===== src/common/otgsz_defines.svh =====
// Purpose: Offsets, field positions, reset values and sizes of the role and sizing bank
// Assumes: Byte addresses on a 32-bit Avalon-MM slave
// Notes: Definitions only
`ifndef OTGSZ_DEFINES_SVH
`define OTGSZ_DEFINES_SVH

// Register byte offsets
`define OTGSZ_OFF_ROLE 4'h0
`define OTGSZ_OFF_EPIDX 4'h4
`define OTGSZ_OFF_TXSZ 4'h8
`define OTGSZ_OFF_RXSZ 4'hC

// Role control fields
`define OTGSZ_SESSION_BIT 0
`define OTGSZ_SWAP_BIT 1
`define OTGSZ_HOST_BIT 2
`define OTGSZ_VBUS_LO 3
`define OTGSZ_VBUS_HI 4

// Size register fields
`define OTGSZ_DPB_BIT 4
`define OTGSZ_EXP_HI 3
`define OTGSZ_EXP_LO 0
`define OTGSZ_SZ_W 5

// VBus level codes
`define OTGSZ_VBUS_BELOW_SE 2'h0
`define OTGSZ_VBUS_ABOVE_SE 2'h1
`define OTGSZ_VBUS_ABOVE_AV 2'h2
`define OTGSZ_VBUS_ABOVE_VV 2'h3

// Reset values
`define OTGSZ_ROLE_RST 1'h0
`define OTGSZ_SZ_RST 5'h00
`define OTGSZ_EPIDX_RST 4'h0

// Endpoints and sizing
`define OTGSZ_NUM_EP 16
`define OTGSZ_EP_W 4
`define OTGSZ_ENTRIES 32
`define OTGSZ_ENT_W 5
`define OTGSZ_BYTES_W 20
`define OTGSZ_BASE_SHIFT 5'h03
`define OTGSZ_DIR_TX 1'h0
`define OTGSZ_DIR_RX 1'h1

`endif


===== src/common/otgsz_pkg.sv =====
// Purpose: Types of the role and sizing bank
// Assumes: otgsz_defines.svh holds every number except the state codes and the bus-side widths
// Notes: State structs, one per module
`include "otgsz_defines.svh"

package otgsz_pkg;

	typedef enum logic [2:0] {
		OTGSZ_S_IDLE = 3'b001,
		OTGSZ_S_WAIT = 3'b010,
		OTGSZ_S_ACK = 3'b100
	} otgsz_bus_st_t;

	typedef struct packed {
		logic [`OTGSZ_ENTRIES-1:0][`OTGSZ_SZ_W-1:0] mem;
		logic [`OTGSZ_SZ_W-1:0] rda;
		logic [`OTGSZ_SZ_W-1:0] rdb;
	} otgsz_mem_t;

	typedef struct packed {
		logic [1:0] code;
	} otgsz_vbus_t;

	typedef struct packed {
		otgsz_bus_st_t st;
		logic [3:0] addr_q;
		logic wr_q;
		logic [7:0] wdata_q;
		logic be0_q;
		logic [31:0] readdata;
		logic waitreq;
		logic session;
		logic swap_req;
		logic host_flag;
		logic suspend_d;
		logic hnp_start;
		logic disconnect;
		logic [`OTGSZ_EP_W-1:0] ep_index;
		logic chk_v;
		logic [`OTGSZ_BYTES_W-1:0] chk_len;
		logic pkt_done;
		logic too_big;
		logic dbl;
		logic [`OTGSZ_BYTES_W-1:0] fifo_bytes;
		logic [`OTGSZ_BYTES_W-1:0] max_pkt;
	} otgsz_top_t;

endpackage : otgsz_pkg


===== src/hdl/otgsz_szmem.sv =====
// Purpose: Holds the size register of every endpoint and direction
// Assumes: Entry index is direction then endpoint
// Notes: Read during write returns the old entry; both reads registered
`timescale 1ns/1ps
`include "otgsz_defines.svh"

module otgsz_szmem (
	// Clock and reset
	input wire logic clk_i,
	input wire logic rst_n_i,
	// Bus port
	input wire logic [`OTGSZ_ENT_W-1:0] a_addr_i,
	input wire logic a_we_i,
	input wire logic [`OTGSZ_SZ_W-1:0] a_wdata_i,
	output logic [`OTGSZ_SZ_W-1:0] a_rdata_o,
	// Lookup port
	input wire logic [`OTGSZ_ENT_W-1:0] b_addr_i,
	output logic [`OTGSZ_SZ_W-1:0] b_rdata_o
);

	otgsz_pkg::otgsz_mem_t s_r;
	otgsz_pkg::otgsz_mem_t s_nxt;

	always_comb begin
		s_nxt = s_r;
		for (int i = 0; i < `OTGSZ_ENTRIES; i++) begin
			if (a_we_i && (a_addr_i == `OTGSZ_ENT_W'(i))) begin
				s_nxt.mem[i] = a_wdata_i;
			end
		end
		s_nxt.rda = s_r.mem[a_addr_i];
		s_nxt.rdb = s_r.mem[b_addr_i];
	end

	always_ff @(posedge clk_i or negedge rst_n_i) begin
		if (!rst_n_i) begin
			s_r <= '0;
		end else begin
			s_r <= s_nxt;
		end
	end

	assign a_rdata_o = s_r.rda;
	assign b_rdata_o = s_r.rdb;

endmodule : otgsz_szmem


===== src/hdl/otgsz_top.sv =====
// Purpose: OTG role and session control with per-endpoint FIFO sizing registers
// Assumes: All inputs synchronous to CLK_I; Avalon-MM slave with waitrequest
// Notes: Every access answers in a fixed three cycles
`timescale 1ns/1ps
`include "otgsz_defines.svh"

module otgsz_top (
	// Clock and reset
	input wire logic CLK_I,
	input wire logic RESETN_I,
	// Avalon-MM slave
	input wire logic [3:0] AVS_ADDRESS_I,
	input wire logic AVS_READ_I,
	input wire logic AVS_WRITE_I,
	input wire logic [31:0] AVS_WRITEDATA_I,
	input wire logic [3:0] AVS_BYTEENABLE_I,
	output logic [31:0] AVS_READDATA_O,
	output logic AVS_WAITREQUEST_O,
	// VBus comparators
	input wire logic ABOVE_SESS_END_I,
	input wire logic ABOVE_AVALID_I,
	input wire logic ABOVE_VBUSVALID_I,
	// Link state
	input wire logic B_DEVICE_I,
	input wire logic HOST_ROLE_I,
	input wire logic SUSPEND_I,
	input wire logic HNP_DONE_I,
	input wire logic SESSION_START_I,
	input wire logic SESSION_END_I,
	// Role outputs
	output logic SESSION_O,
	output logic ROLE_SWAP_REQUEST_O,
	output logic HNP_START_O,
	output logic DISCONNECT_O,
	// Packet size check
	input wire logic PKT_CHK_I,
	input wire logic PKT_DIR_I,
	input wire logic [`OTGSZ_EP_W-1:0] PKT_EP_I,
	input wire logic [`OTGSZ_BYTES_W-1:0] PKT_LEN_I,
	output logic PKT_DONE_O,
	output logic PKT_TOO_BIG_O,
	output logic PKT_DOUBLE_O,
	output logic [`OTGSZ_BYTES_W-1:0] PKT_MAX_BYTES_O,
	output logic [`OTGSZ_BYTES_W-1:0] PKT_FIFO_BYTES_O
);

	otgsz_pkg::otgsz_top_t s_r;
	otgsz_pkg::otgsz_top_t s_nxt;

	logic [1:0] vbus_code;
	logic [`OTGSZ_ENT_W-1:0] mem_a_addr;
	logic mem_a_we;
	logic [`OTGSZ_SZ_W-1:0] mem_a_wdata;
	logic [`OTGSZ_SZ_W-1:0] mem_a_rdata;
	logic [`OTGSZ_ENT_W-1:0] mem_b_addr;
	logic [`OTGSZ_SZ_W-1:0] mem_b_rdata;
	logic [3:0] live_addr;
	logic [3:0] sel_addr;
	logic sel_rx;
	logic do_write;
	logic wr_role;
	logic [4:0] max_shift;
	logic [4:0] fifo_shift;

	otgsz_vbus_enc u_vbus (
		.clk_i(CLK_I),
		.rst_n_i(RESETN_I),
		.above_sess_end_i(ABOVE_SESS_END_I),
		.above_avalid_i(ABOVE_AVALID_I),
		.above_vbusvalid_i(ABOVE_VBUSVALID_I),
		.code_o(vbus_code)
	);

	otgsz_szmem u_szmem (
		.clk_i(CLK_I),
		.rst_n_i(RESETN_I),
		.a_addr_i(mem_a_addr),
		.a_we_i(mem_a_we),
		.a_wdata_i(mem_a_wdata),
		.a_rdata_o(mem_a_rdata),
		.b_addr_i(mem_b_addr),
		.b_rdata_o(mem_b_rdata)
	);

	// Bus side of the size memory
	always_comb begin
		live_addr = {AVS_ADDRESS_I[3:2], 2'h0};
		if (s_r.st == otgsz_pkg::OTGSZ_S_IDLE) begin
			sel_addr = live_addr;
		end else begin
			sel_addr = s_r.addr_q;
		end
		sel_rx = (sel_addr == `OTGSZ_OFF_RXSZ);
		mem_a_addr = {sel_rx, s_r.ep_index};
		do_write = (s_r.st == otgsz_pkg::OTGSZ_S_ACK) && s_r.wr_q && s_r.be0_q;
		mem_a_we = do_write && ((s_r.addr_q == `OTGSZ_OFF_TXSZ) ||
			(s_r.addr_q == `OTGSZ_OFF_RXSZ));
		// Upper three bits never reach storage
		mem_a_wdata = s_r.wdata_q[`OTGSZ_SZ_W-1:0];
		wr_role = do_write && (s_r.addr_q == `OTGSZ_OFF_ROLE);
		mem_b_addr = {PKT_DIR_I, PKT_EP_I};
	end

	// Size arithmetic on the lookup entry
	always_comb begin
		max_shift = 5'(mem_b_rdata[`OTGSZ_EXP_HI:`OTGSZ_EXP_LO]) + `OTGSZ_BASE_SHIFT;
		fifo_shift = max_shift + 5'(mem_b_rdata[`OTGSZ_DPB_BIT]);
	end

	always_comb begin
		s_nxt = s_r;
		s_nxt.hnp_start = 1'b0;
		s_nxt.disconnect = 1'b0;
		s_nxt.pkt_done = 1'b0;
		s_nxt.host_flag = HOST_ROLE_I;
		s_nxt.suspend_d = SUSPEND_I;

		// Bus sequencer
		case (s_r.st)
			otgsz_pkg::OTGSZ_S_IDLE: begin
				s_nxt.waitreq = 1'b1;
				if (AVS_READ_I || AVS_WRITE_I) begin
					s_nxt.addr_q = live_addr;
					s_nxt.wr_q = AVS_WRITE_I;
					s_nxt.wdata_q = AVS_WRITEDATA_I[7:0];
					s_nxt.be0_q = AVS_BYTEENABLE_I[0];
					s_nxt.st = otgsz_pkg::OTGSZ_S_WAIT;
				end
			end
			otgsz_pkg::OTGSZ_S_WAIT: begin
				s_nxt.waitreq = 1'b0;
				s_nxt.readdata = 32'h0000_0000;
				case (s_r.addr_q)
					`OTGSZ_OFF_ROLE: begin
						s_nxt.readdata[`OTGSZ_SESSION_BIT] = s_r.session;
						s_nxt.readdata[`OTGSZ_SWAP_BIT] = s_r.swap_req;
						s_nxt.readdata[`OTGSZ_HOST_BIT] = s_r.host_flag;
						s_nxt.readdata[`OTGSZ_VBUS_HI:`OTGSZ_VBUS_LO] = vbus_code;
					end
					`OTGSZ_OFF_EPIDX: begin
						s_nxt.readdata[`OTGSZ_EP_W-1:0] = s_r.ep_index;
					end
					`OTGSZ_OFF_TXSZ, `OTGSZ_OFF_RXSZ: begin
						// Bits 7 to 5 stay zero
						s_nxt.readdata[`OTGSZ_SZ_W-1:0] = mem_a_rdata;
					end
					default: begin
						s_nxt.readdata = 32'h0000_0000;
					end
				endcase
				s_nxt.st = otgsz_pkg::OTGSZ_S_ACK;
			end
			otgsz_pkg::OTGSZ_S_ACK: begin
				// Write lands on the edge that sees waitrequest low
				s_nxt.waitreq = 1'b1;
				s_nxt.st = otgsz_pkg::OTGSZ_S_IDLE;
				if (do_write && (s_r.addr_q == `OTGSZ_OFF_EPIDX)) begin
					s_nxt.ep_index = s_r.wdata_q[`OTGSZ_EP_W-1:0];
				end
			end
			default: begin
				s_nxt.waitreq = 1'b1;
				s_nxt.st = otgsz_pkg::OTGSZ_S_IDLE;
			end
		endcase

		// Session bit: software write first, link events override
		if (wr_role) begin
			s_nxt.session = s_r.wdata_q[`OTGSZ_SESSION_BIT];
		end
		if (B_DEVICE_I) begin
			// Start wins if both events coincide
			if (SESSION_START_I) begin
				s_nxt.session = 1'b1;
			end else if (SESSION_END_I) begin
				s_nxt.session = 1'b0;
			end
		end
		// No disconnect when a session start overrides the clearing write
		if (wr_role && s_r.session && !s_r.wdata_q[`OTGSZ_SESSION_BIT] && !s_nxt.session &&
			SUSPEND_I) begin
			s_nxt.disconnect = 1'b1;
		end

		// Swap request: completion clears, a fresh software set wins
		if (HNP_DONE_I) begin
			s_nxt.swap_req = 1'b0;
		end
		if (wr_role) begin
			s_nxt.swap_req = s_r.wdata_q[`OTGSZ_SWAP_BIT];
		end
		if (SUSPEND_I && !s_r.suspend_d && s_r.swap_req && B_DEVICE_I) begin
			s_nxt.hnp_start = 1'b1;
		end

		// Packet size check, one stage behind the lookup read
		s_nxt.chk_v = PKT_CHK_I;
		if (PKT_CHK_I) begin
			s_nxt.chk_len = PKT_LEN_I;
		end
		if (s_r.chk_v) begin
			s_nxt.pkt_done = 1'b1;
			s_nxt.dbl = mem_b_rdata[`OTGSZ_DPB_BIT];
			s_nxt.max_pkt = `OTGSZ_BYTES_W'(1) << max_shift;
			s_nxt.fifo_bytes = `OTGSZ_BYTES_W'(1) << fifo_shift;
			s_nxt.too_big = s_r.chk_len > (`OTGSZ_BYTES_W'(1) << max_shift);
		end
	end

	// Lookup address is sampled live, so the result refers to the request cycle
	always_ff @(posedge CLK_I or negedge RESETN_I) begin
		if (!RESETN_I) begin
			s_r <= '0;
			s_r.st <= otgsz_pkg::OTGSZ_S_IDLE;
			s_r.waitreq <= 1'b1;
			s_r.session <= `OTGSZ_ROLE_RST;
			s_r.swap_req <= `OTGSZ_ROLE_RST;
			s_r.ep_index <= `OTGSZ_EPIDX_RST;
		end else begin
			s_r <= s_nxt;
		end
	end

	assign AVS_READDATA_O = s_r.readdata;
	assign AVS_WAITREQUEST_O = s_r.waitreq;
	assign SESSION_O = s_r.session;
	assign ROLE_SWAP_REQUEST_O = s_r.swap_req;
	assign HNP_START_O = s_r.hnp_start;
	assign DISCONNECT_O = s_r.disconnect;
	assign PKT_DONE_O = s_r.pkt_done;
	assign PKT_TOO_BIG_O = s_r.too_big;
	assign PKT_DOUBLE_O = s_r.dbl;
	assign PKT_MAX_BYTES_O = s_r.max_pkt;
	assign PKT_FIFO_BYTES_O = s_r.fifo_bytes;

endmodule : otgsz_top


===== src/hdl/otgsz_vbus_enc.sv =====
// Purpose: Encodes VBus comparator levels into the two-bit level code
// Assumes: Comparator levels synchronous to the clock
// Notes: Highest threshold passed wins
`timescale 1ns/1ps
`include "otgsz_defines.svh"

module otgsz_vbus_enc (
	// Clock and reset
	input wire logic clk_i,
	input wire logic rst_n_i,
	// Comparators
	input wire logic above_sess_end_i,
	input wire logic above_avalid_i,
	input wire logic above_vbusvalid_i,
	// Code
	output logic [1:0] code_o
);

	otgsz_pkg::otgsz_vbus_t s_r;
	otgsz_pkg::otgsz_vbus_t s_nxt;

	always_comb begin
		s_nxt = s_r;
		if (above_vbusvalid_i) begin
			s_nxt.code = `OTGSZ_VBUS_ABOVE_VV;
		end else if (above_avalid_i) begin
			s_nxt.code = `OTGSZ_VBUS_ABOVE_AV;
		end else if (above_sess_end_i) begin
			s_nxt.code = `OTGSZ_VBUS_ABOVE_SE;
		end else begin
			s_nxt.code = `OTGSZ_VBUS_BELOW_SE;
		end
	end

	always_ff @(posedge clk_i or negedge rst_n_i) begin
		if (!rst_n_i) begin
			s_r <= '0;
		end else begin
			s_r <= s_nxt;
		end
	end

	assign code_o = s_r.code;

endmodule : otgsz_vbus_enc


===== config.mk =====
export PLATFORM = sky130hd
export DESIGN_NAME = otgsz_top
export DESIGN_NICKNAME = d
export VERILOG_FILES = /design/src/common/otgsz_pkg.sv /design/src/hdl/otgsz_szmem.sv /design/src/hdl/otgsz_top.sv /design/src/hdl/otgsz_vbus_enc.sv
export VERILOG_INCLUDE_DIRS = /design/src /design/src/common
export SDC_FILE = /design/constraint.sdc
export NUM_CORES = 1
export LEC_CHECK = 0
export CAP_MARGIN = 20
export CORE_UTILIZATION = 45
export DETAILED_ROUTE_END_ITERATION = 7
export DONT_BUFFER_PORTS = 1
export HOLD_SLACK_MARGIN = 0.03
export PLACE_DENSITY = 0.67
export SKIP_LAST_GASP = 1
export SLEW_MARGIN = 10
export SYNTH_ARGS = -nofsm -noshare
export SYNTH_HDL_FRONTEND = slang
export SYNTH_SLANG_ARGS = --single-unit

===== constraint.sdc =====
create_clock -name CLK_I -period 2.85 [get_ports CLK_I]
set_input_delay 0.7125 -clock CLK_I [delete_from_list [all_inputs] [get_ports CLK_I]]
set_output_delay 0.7125 -clock CLK_I [all_outputs]
set_load 0.01 [all_outputs]

=== After elaboration in Yosys (flattened, before gate mapping) ===
Cells that the tools add are included.
W data, S select, Z words.

* Memories: 0
* Latch bits: 0
* Memory bits (writable): 0
* Word-level logic and storage cells: 179
* Input port bits: 79
* Output and inout port bits: 80
* Register bits: 267
* Memory bits (read-only): 0

* Divide/modulo/power cells: 0
* Equality and inequality tests: 39
* Bitwise operators: 0
* Reductions and logical operators: 55
* Shift operators: 2
* Multiplexer cells: 22
* Multiply operators: 0
* $add $sub $neg: 2
* Magnitude comparators: 3

{| class="wikitable"
|+ Operators by type and width
! cell !! count
|-
| $eq A5 B5 Y1 const B || 16
|-
| $bmux W5 S5 || 2
|-
| $logic_and A1 B1 Y1 || 44
|-
| $mux W43 || 1
|-
| $eq A5 B4 Y1 const B || 8
|-
| $shl A1 B5 Y20 const A || 2
|-
| $eq A5 B3 Y1 const B || 4
|-
| $gt A20 B20 Y1 || 1
|-
| $mux W17 || 1
|-
| $lt A5 B6 Y1 const B || 2
|-
| $pmux W4 S3 || 1
|-
| $eq A5 B2 Y1 const B || 2
|-
| $mux W1 || 10
|-
| $mux W5 || 2
|-
| $pmux W3 S2 || 1
|-
| $add A4 B2 Y5 const B || 1
|-
| $add A5 B1 Y5 || 1
|-
| $eq A5 B1 Y1 const B || 1
|-
| $logic_not A5 Y1 || 1
|-
| $eq A2 B2 Y1 const B || 2
|-
| $eq A4 B4 Y1 const B || 1
|-
| $logic_not A4 Y1 || 1
|-
| $mux W2 || 2
|-
| $mux W4 || 1
|-
| other kinds (11) || 15
|}

=== Logic depth before layout (Yosys ltp) ===
* Depth after elaboration: 12
* Mapped depth: 13
* Mapped depth without buffers: 12

=== Hierarchy ===
A second synthesis with hierarchy kept.

* Cell total of the unflattened synthesis: 1055
* Area, all modules: 13913.3 µm²

{| class="wikitable"
|+ Modules (own cells, without submodules)
! module !! instances !! area an instance (µm²) !! cells an instance
|-
| otgsz_szmem || 1 || 9036.2 || 601
|-
| otgsz_top || 1 || 4809.6 || 449
|-
| otgsz_vbus_enc || 1 || 67.6 || 5
|}

=== Worst setup path before layout ===
OpenSTA, ideal clock, no wires.

* Kind: input to register
* Start: in PKT_EP_I[0]
* End: reg u_szmem.s_r, in the netlist u_szmem.b_rdata_o[0]
* Data arrival time: 2.352 ns
* Library setup time: 0.125 ns
* Stages: 5
* Path buffers: 2
* Path slack: 0.373 ns
* Cells stage by stage: clkbuf_1 > buf_2 > mux4_2 > mux4_2 > mux2_2

{| class="wikitable"
|+ RTL lines
! item !! line !! source
|-
| start, declared || otgsz_top.sv:38 || <nowiki>input wire logic [`OTGSZ_EP_W-1:0] PKT_EP_I,</nowiki>
|-
| end signal, assigned || otgsz_szmem.sv:39 || <nowiki>s_r <= s_nxt;</nowiki>
|-
| end, declared || otgsz_szmem.sv:21 || <nowiki>otgsz_pkg::otgsz_mem_t s_r;</nowiki>
|}

=== Worst setup path after layout ===
* Start: reg u_szmem.s_r, in the netlist u_szmem.b_rdata_o[0]
* End: reg s_r, in the netlist PKT_TOO_BIG_O

* Longest elaborated chain between the ends: 3

{| class="wikitable"
|+ Ends and longest elaborated chain
! item !! line !! source
|-
| $add A4 B2 Y5 (no source line) || n/a ||
|-
| $shl A1 B5 Y20 (no source line) || n/a ||
|-
| $gt A20 B20 Y1 || otgsz_top.sv:206 || <nowiki>s_nxt.too_big = s_r.chk_len > (`OTGSZ_BYTES_W'(1) << max_shift);</nowiki>
|-
| end signal, assigned || otgsz_top.sv:220 || <nowiki>s_r <= s_nxt;</nowiki>
|-
| end, declared || otgsz_top.sv:47 || <nowiki>otgsz_pkg::otgsz_top_t s_r;</nowiki>
|}

Every way passes these cells.
A chain may end at the register's enable or synchronous reset.

==> results.cfg <==
[run_status]
status = finished with violations
violations = negative hold slack

[clock_network]
ctsLongestPathBuffers = 3
htree_levels = 1
cts_tree = yes
clk_pin_slew_ns = 0.06
cts_buffers = 30
insertion_delay_ns = 0.56
numClockSinks = 264
cts_root_buf = clkbuf_16
post_cts_buffers = 0

[logic_synthesis]
synthArstFlopShare_pct = 100.0
synth-edff-count = 0
synth_seq_cells = 264
synthCells = 1003
ys_warn_count = 0
synth-main-ff-cell = dfrtp_1
syn_area_um2 = 13730
synth_seq_area_share_pct = 48.15
ys_types = 54
avgSynthCellArea_um2 = 13.68

[setup_path]
reg2reg_depth = 11
critPathMaxFanout = 9
regToRegSetupSlack_ns = 0.16
timing.rr.end = PKT_TOO_BIG_O
r2r-start = u_szmem.b_rdata_o[0]
crit_arrival_ns = 3.12
critPathKind = flip-flop to flip-flop
endpoint_kind = flip-flop
required_ns = 3.29
start_kind = flip-flop

[power]
power.total_mw = 10.29
peakVddDrop_mv = 0.5218
p_per_area_nw_per_um2 = 697.1
p_leak_nw = 6.587

[timing]
finalSetupViolCount = 0
rsz0062_at_grt = no
worst_slew_pin_slew_ns = 0.7299
holdWs_ns = -0.1461
fmax_ghz = 0.3720
fin_crit_sh_pct = 94.33
clock-skew-final_ns = 0.02427
fin_crit_ns = 2.688
hold_violations = 215
maxSlewHeadroom_pct = 51.34
slew_violations = 0
tns_ns = 0

[grt]
antenna_found_initial = 0
grt_pass1_wl_um = 49300
grt_pass1_vias = 8264
grt_overflow = 0
grt_use_total_pct = 20.85
grt_max_degree = 265

[cells_and_area]
fillers = 2588
layout-drive-gt1-share_pct = 38.88
final_cell_mix = dfrtp_1 (260), mux2_2 (196), mux4_2 (92), nand2_1 (73)
area_growth_pct = 7.566
n_antenna_cell = 0
final_net_count = 1064
layout_commonest_cell = dfrtp_1

[die]
start_util_pct = 46.07
num_io_pins = 159
die_w_um = 176.6
die_area_um2 = 31200
coreArea_um2 = 29800
num_rows = 63
dieHeight_um = 176.6

[detailed_routing]
antenna_left = 0
totalWireLength_um = 31880
drc = 0
wl_per_cell_um = 23.27
vias_per_cell = 5.974
num_vias = 8185
drtPass1Iterations = 5
drt_iter0_drc = 565

[placement]
dp_hpwl_um = 21620
portBuffers = 0
gp_congestion = 0.8509

[worst_hold_path]
hold_path.class = input pin to asynchronous set/reset pin

[job]
cap_violations = 0
[layer usage]
layer / part of all wire [%] / vias up / track usage, %
li1: - / 3557 / -
met1: 42 / 4285 / 28.17
met2: 48 / 294 / 33.24
met3: 7.6 / 49 / 5.069
met4: 2.6 / 0 / 6.394
met5: 0 / - / 0
[state kept, by name (all words and copies together) (netlist names), 2 cells and up]
register           count
u_vbus.code_o          2
u_szmem.s_r          160
PKT_MAX_BYTES_O       20
mem_a_addr             4
u_szmem.a_rdata_o      5
PKT_FIFO_BYTES_O      20
u_szmem.b_rdata_o      5
AVS_READDATA_O         5
mem_a_wdata            5
s_r                   30
[stage by stage]
step | instances | worst slack, ns | hold WS, ns | area, µm² | utilization (%)
finish | 1370 | 0.1615 | -0.1461 | 14760 | 49.55
global route | 1370 | 0.01586 | -0.1678 | 14760 | 49.55
CTS | 1367 | 0.1264 | -0.1645 | 14700 | 49.35
detailed placement | 1313 | 0.1386 | 0.4252 | 13750 | 46.15
global placement | 1312 | 0.2311 | 0.4223 | 13740 | 46.10
floorplan | 1029 | 0.3730 | 0.3519 | 13820 | -
[cell usage after synthesis (3+ instances only)]
| library cell | count | area share [%] |
|---|---|---|
| and2_1 | 3 | 0.14 |
| mux2_2 | 196 | 16 |
| mux4_2 | 92 | 15 |
| nor3_1 | 3 | 0.11 |
| mux2_1 | 9 | 0.74 |
| nor2b_1 | 5 | 0.23 |
| nor2_4 | 3 | 0.25 |
| and4_1 | 4 | 0.26 |
| buf_2 | 16 | 0.58 |
| nor2_1 | 32 | 0.88 |
| nand4_1 | 8 | 0.36 |
| a22oi_1 | 11 | 0.60 |
| o21ai_0 | 28 | 1.0 |
| a31oi_1 | 7 | 0.32 |
| nand2b_1 | 7 | 0.32 |
| xor2_1 | 3 | 0.19 |
| buf_4 | 74 | 4.0 |
| buf_1 | 5 | 0.14 |
| o22ai_1 | 5 | 0.23 |
| ha_1 | 27 | 2.5 |
| clkbuf_1 | 37 | 1.0 |
| or2_2 | 3 | 0.14 |
| a21o_1 | 3 | 0.16 |
| nand2_1 | 73 | 2.0 |
| dfrtp_1 | 262 | 48 |
| mux2i_1 | 8 | 0.58 |
| inv_1 | 6 | 0.16 |
| o2bb2ai_1 | 21 | 1.3 |
| a21oi_1 | 12 | 0.44 |
| nand3_1 | 11 | 0.40 |
[final cells by class]
type                    count  area, µm²  share of cell area [%]
clock buffers              48      919.6                   6.229
clock inverters             6      33.78                  0.2288
inverters                   8      30.03                  0.2034
multi-input cells         624       6401                   43.36
flip-flops and latches    264       6611                   44.78
well taps                 390      488.0                   3.305
repair buffers             30      280.3                   1.898
[critical path, cell delays in order (launching register included)]
cell and delay, ns:
dfrtp_1 0.41, inv_1 0.11, ha_1 0.31, nor2_1 0.13, mux2i_1 0.14, nor2_1 0.32, nand2_1 0.13, ha_1 0.34
nand4_1 0.15, nor4_2 0.31, o2bb2ai_1 0.16, a31oi_1 0.06
[kinds of logic (layout without fill, tap and decap cells)]
logic type	after synthesis	count (layout)	synth area share [%]
buffers and inverters	141	92	6.035
muxes	305	305	32.50
xor gates and xnor gates	5	5	0.3191
adders and majority gates	27	27	2.461
other	1	27	0.02732
AOI/OAI and AO/OA	95	95	4.613
DFF	264	264	48.15
and+or+nand+nor	165	165	5.898
[report_power, final]
group / switching [mW] / internal, mW
Sequential: 0.459 / 4.03
Combinational: 1.17 / 0.947
Clock: 1.50 / 2.19
Total: 3.13 / 7.16
[repair_timing]
item | CTS | global route
endpoints found under the hold margin | 263 | 262
setup endpoints to repair | 0 | 1
gates resized for setup | 0 | 3
[worst max path at each step]
stage | start | endpoint | slack (ns) | cells after the start
2_1_floorplan | PKT_EP_I[0] | u_szmem.b_rdata_o[0] | 0.37 | 5
3_3_place_gp | u_szmem.b_rdata_o[0] | PKT_TOO_BIG_O | 0.23 | 10
3_5_place_dp | u_szmem.b_rdata_o[0] | PKT_TOO_BIG_O | 0.14 | 10
4_1_cts | u_szmem.b_rdata_o[0] | PKT_TOO_BIG_O | 0.13 | 10
5_1_grt | u_szmem.b_rdata_o[0] | PKT_TOO_BIG_O | 0.02 | 11
6_report | u_szmem.b_rdata_o[0] | PKT_TOO_BIG_O | 0.16 | 11
No activity file was read; power rests on OpenSTA's default activity.
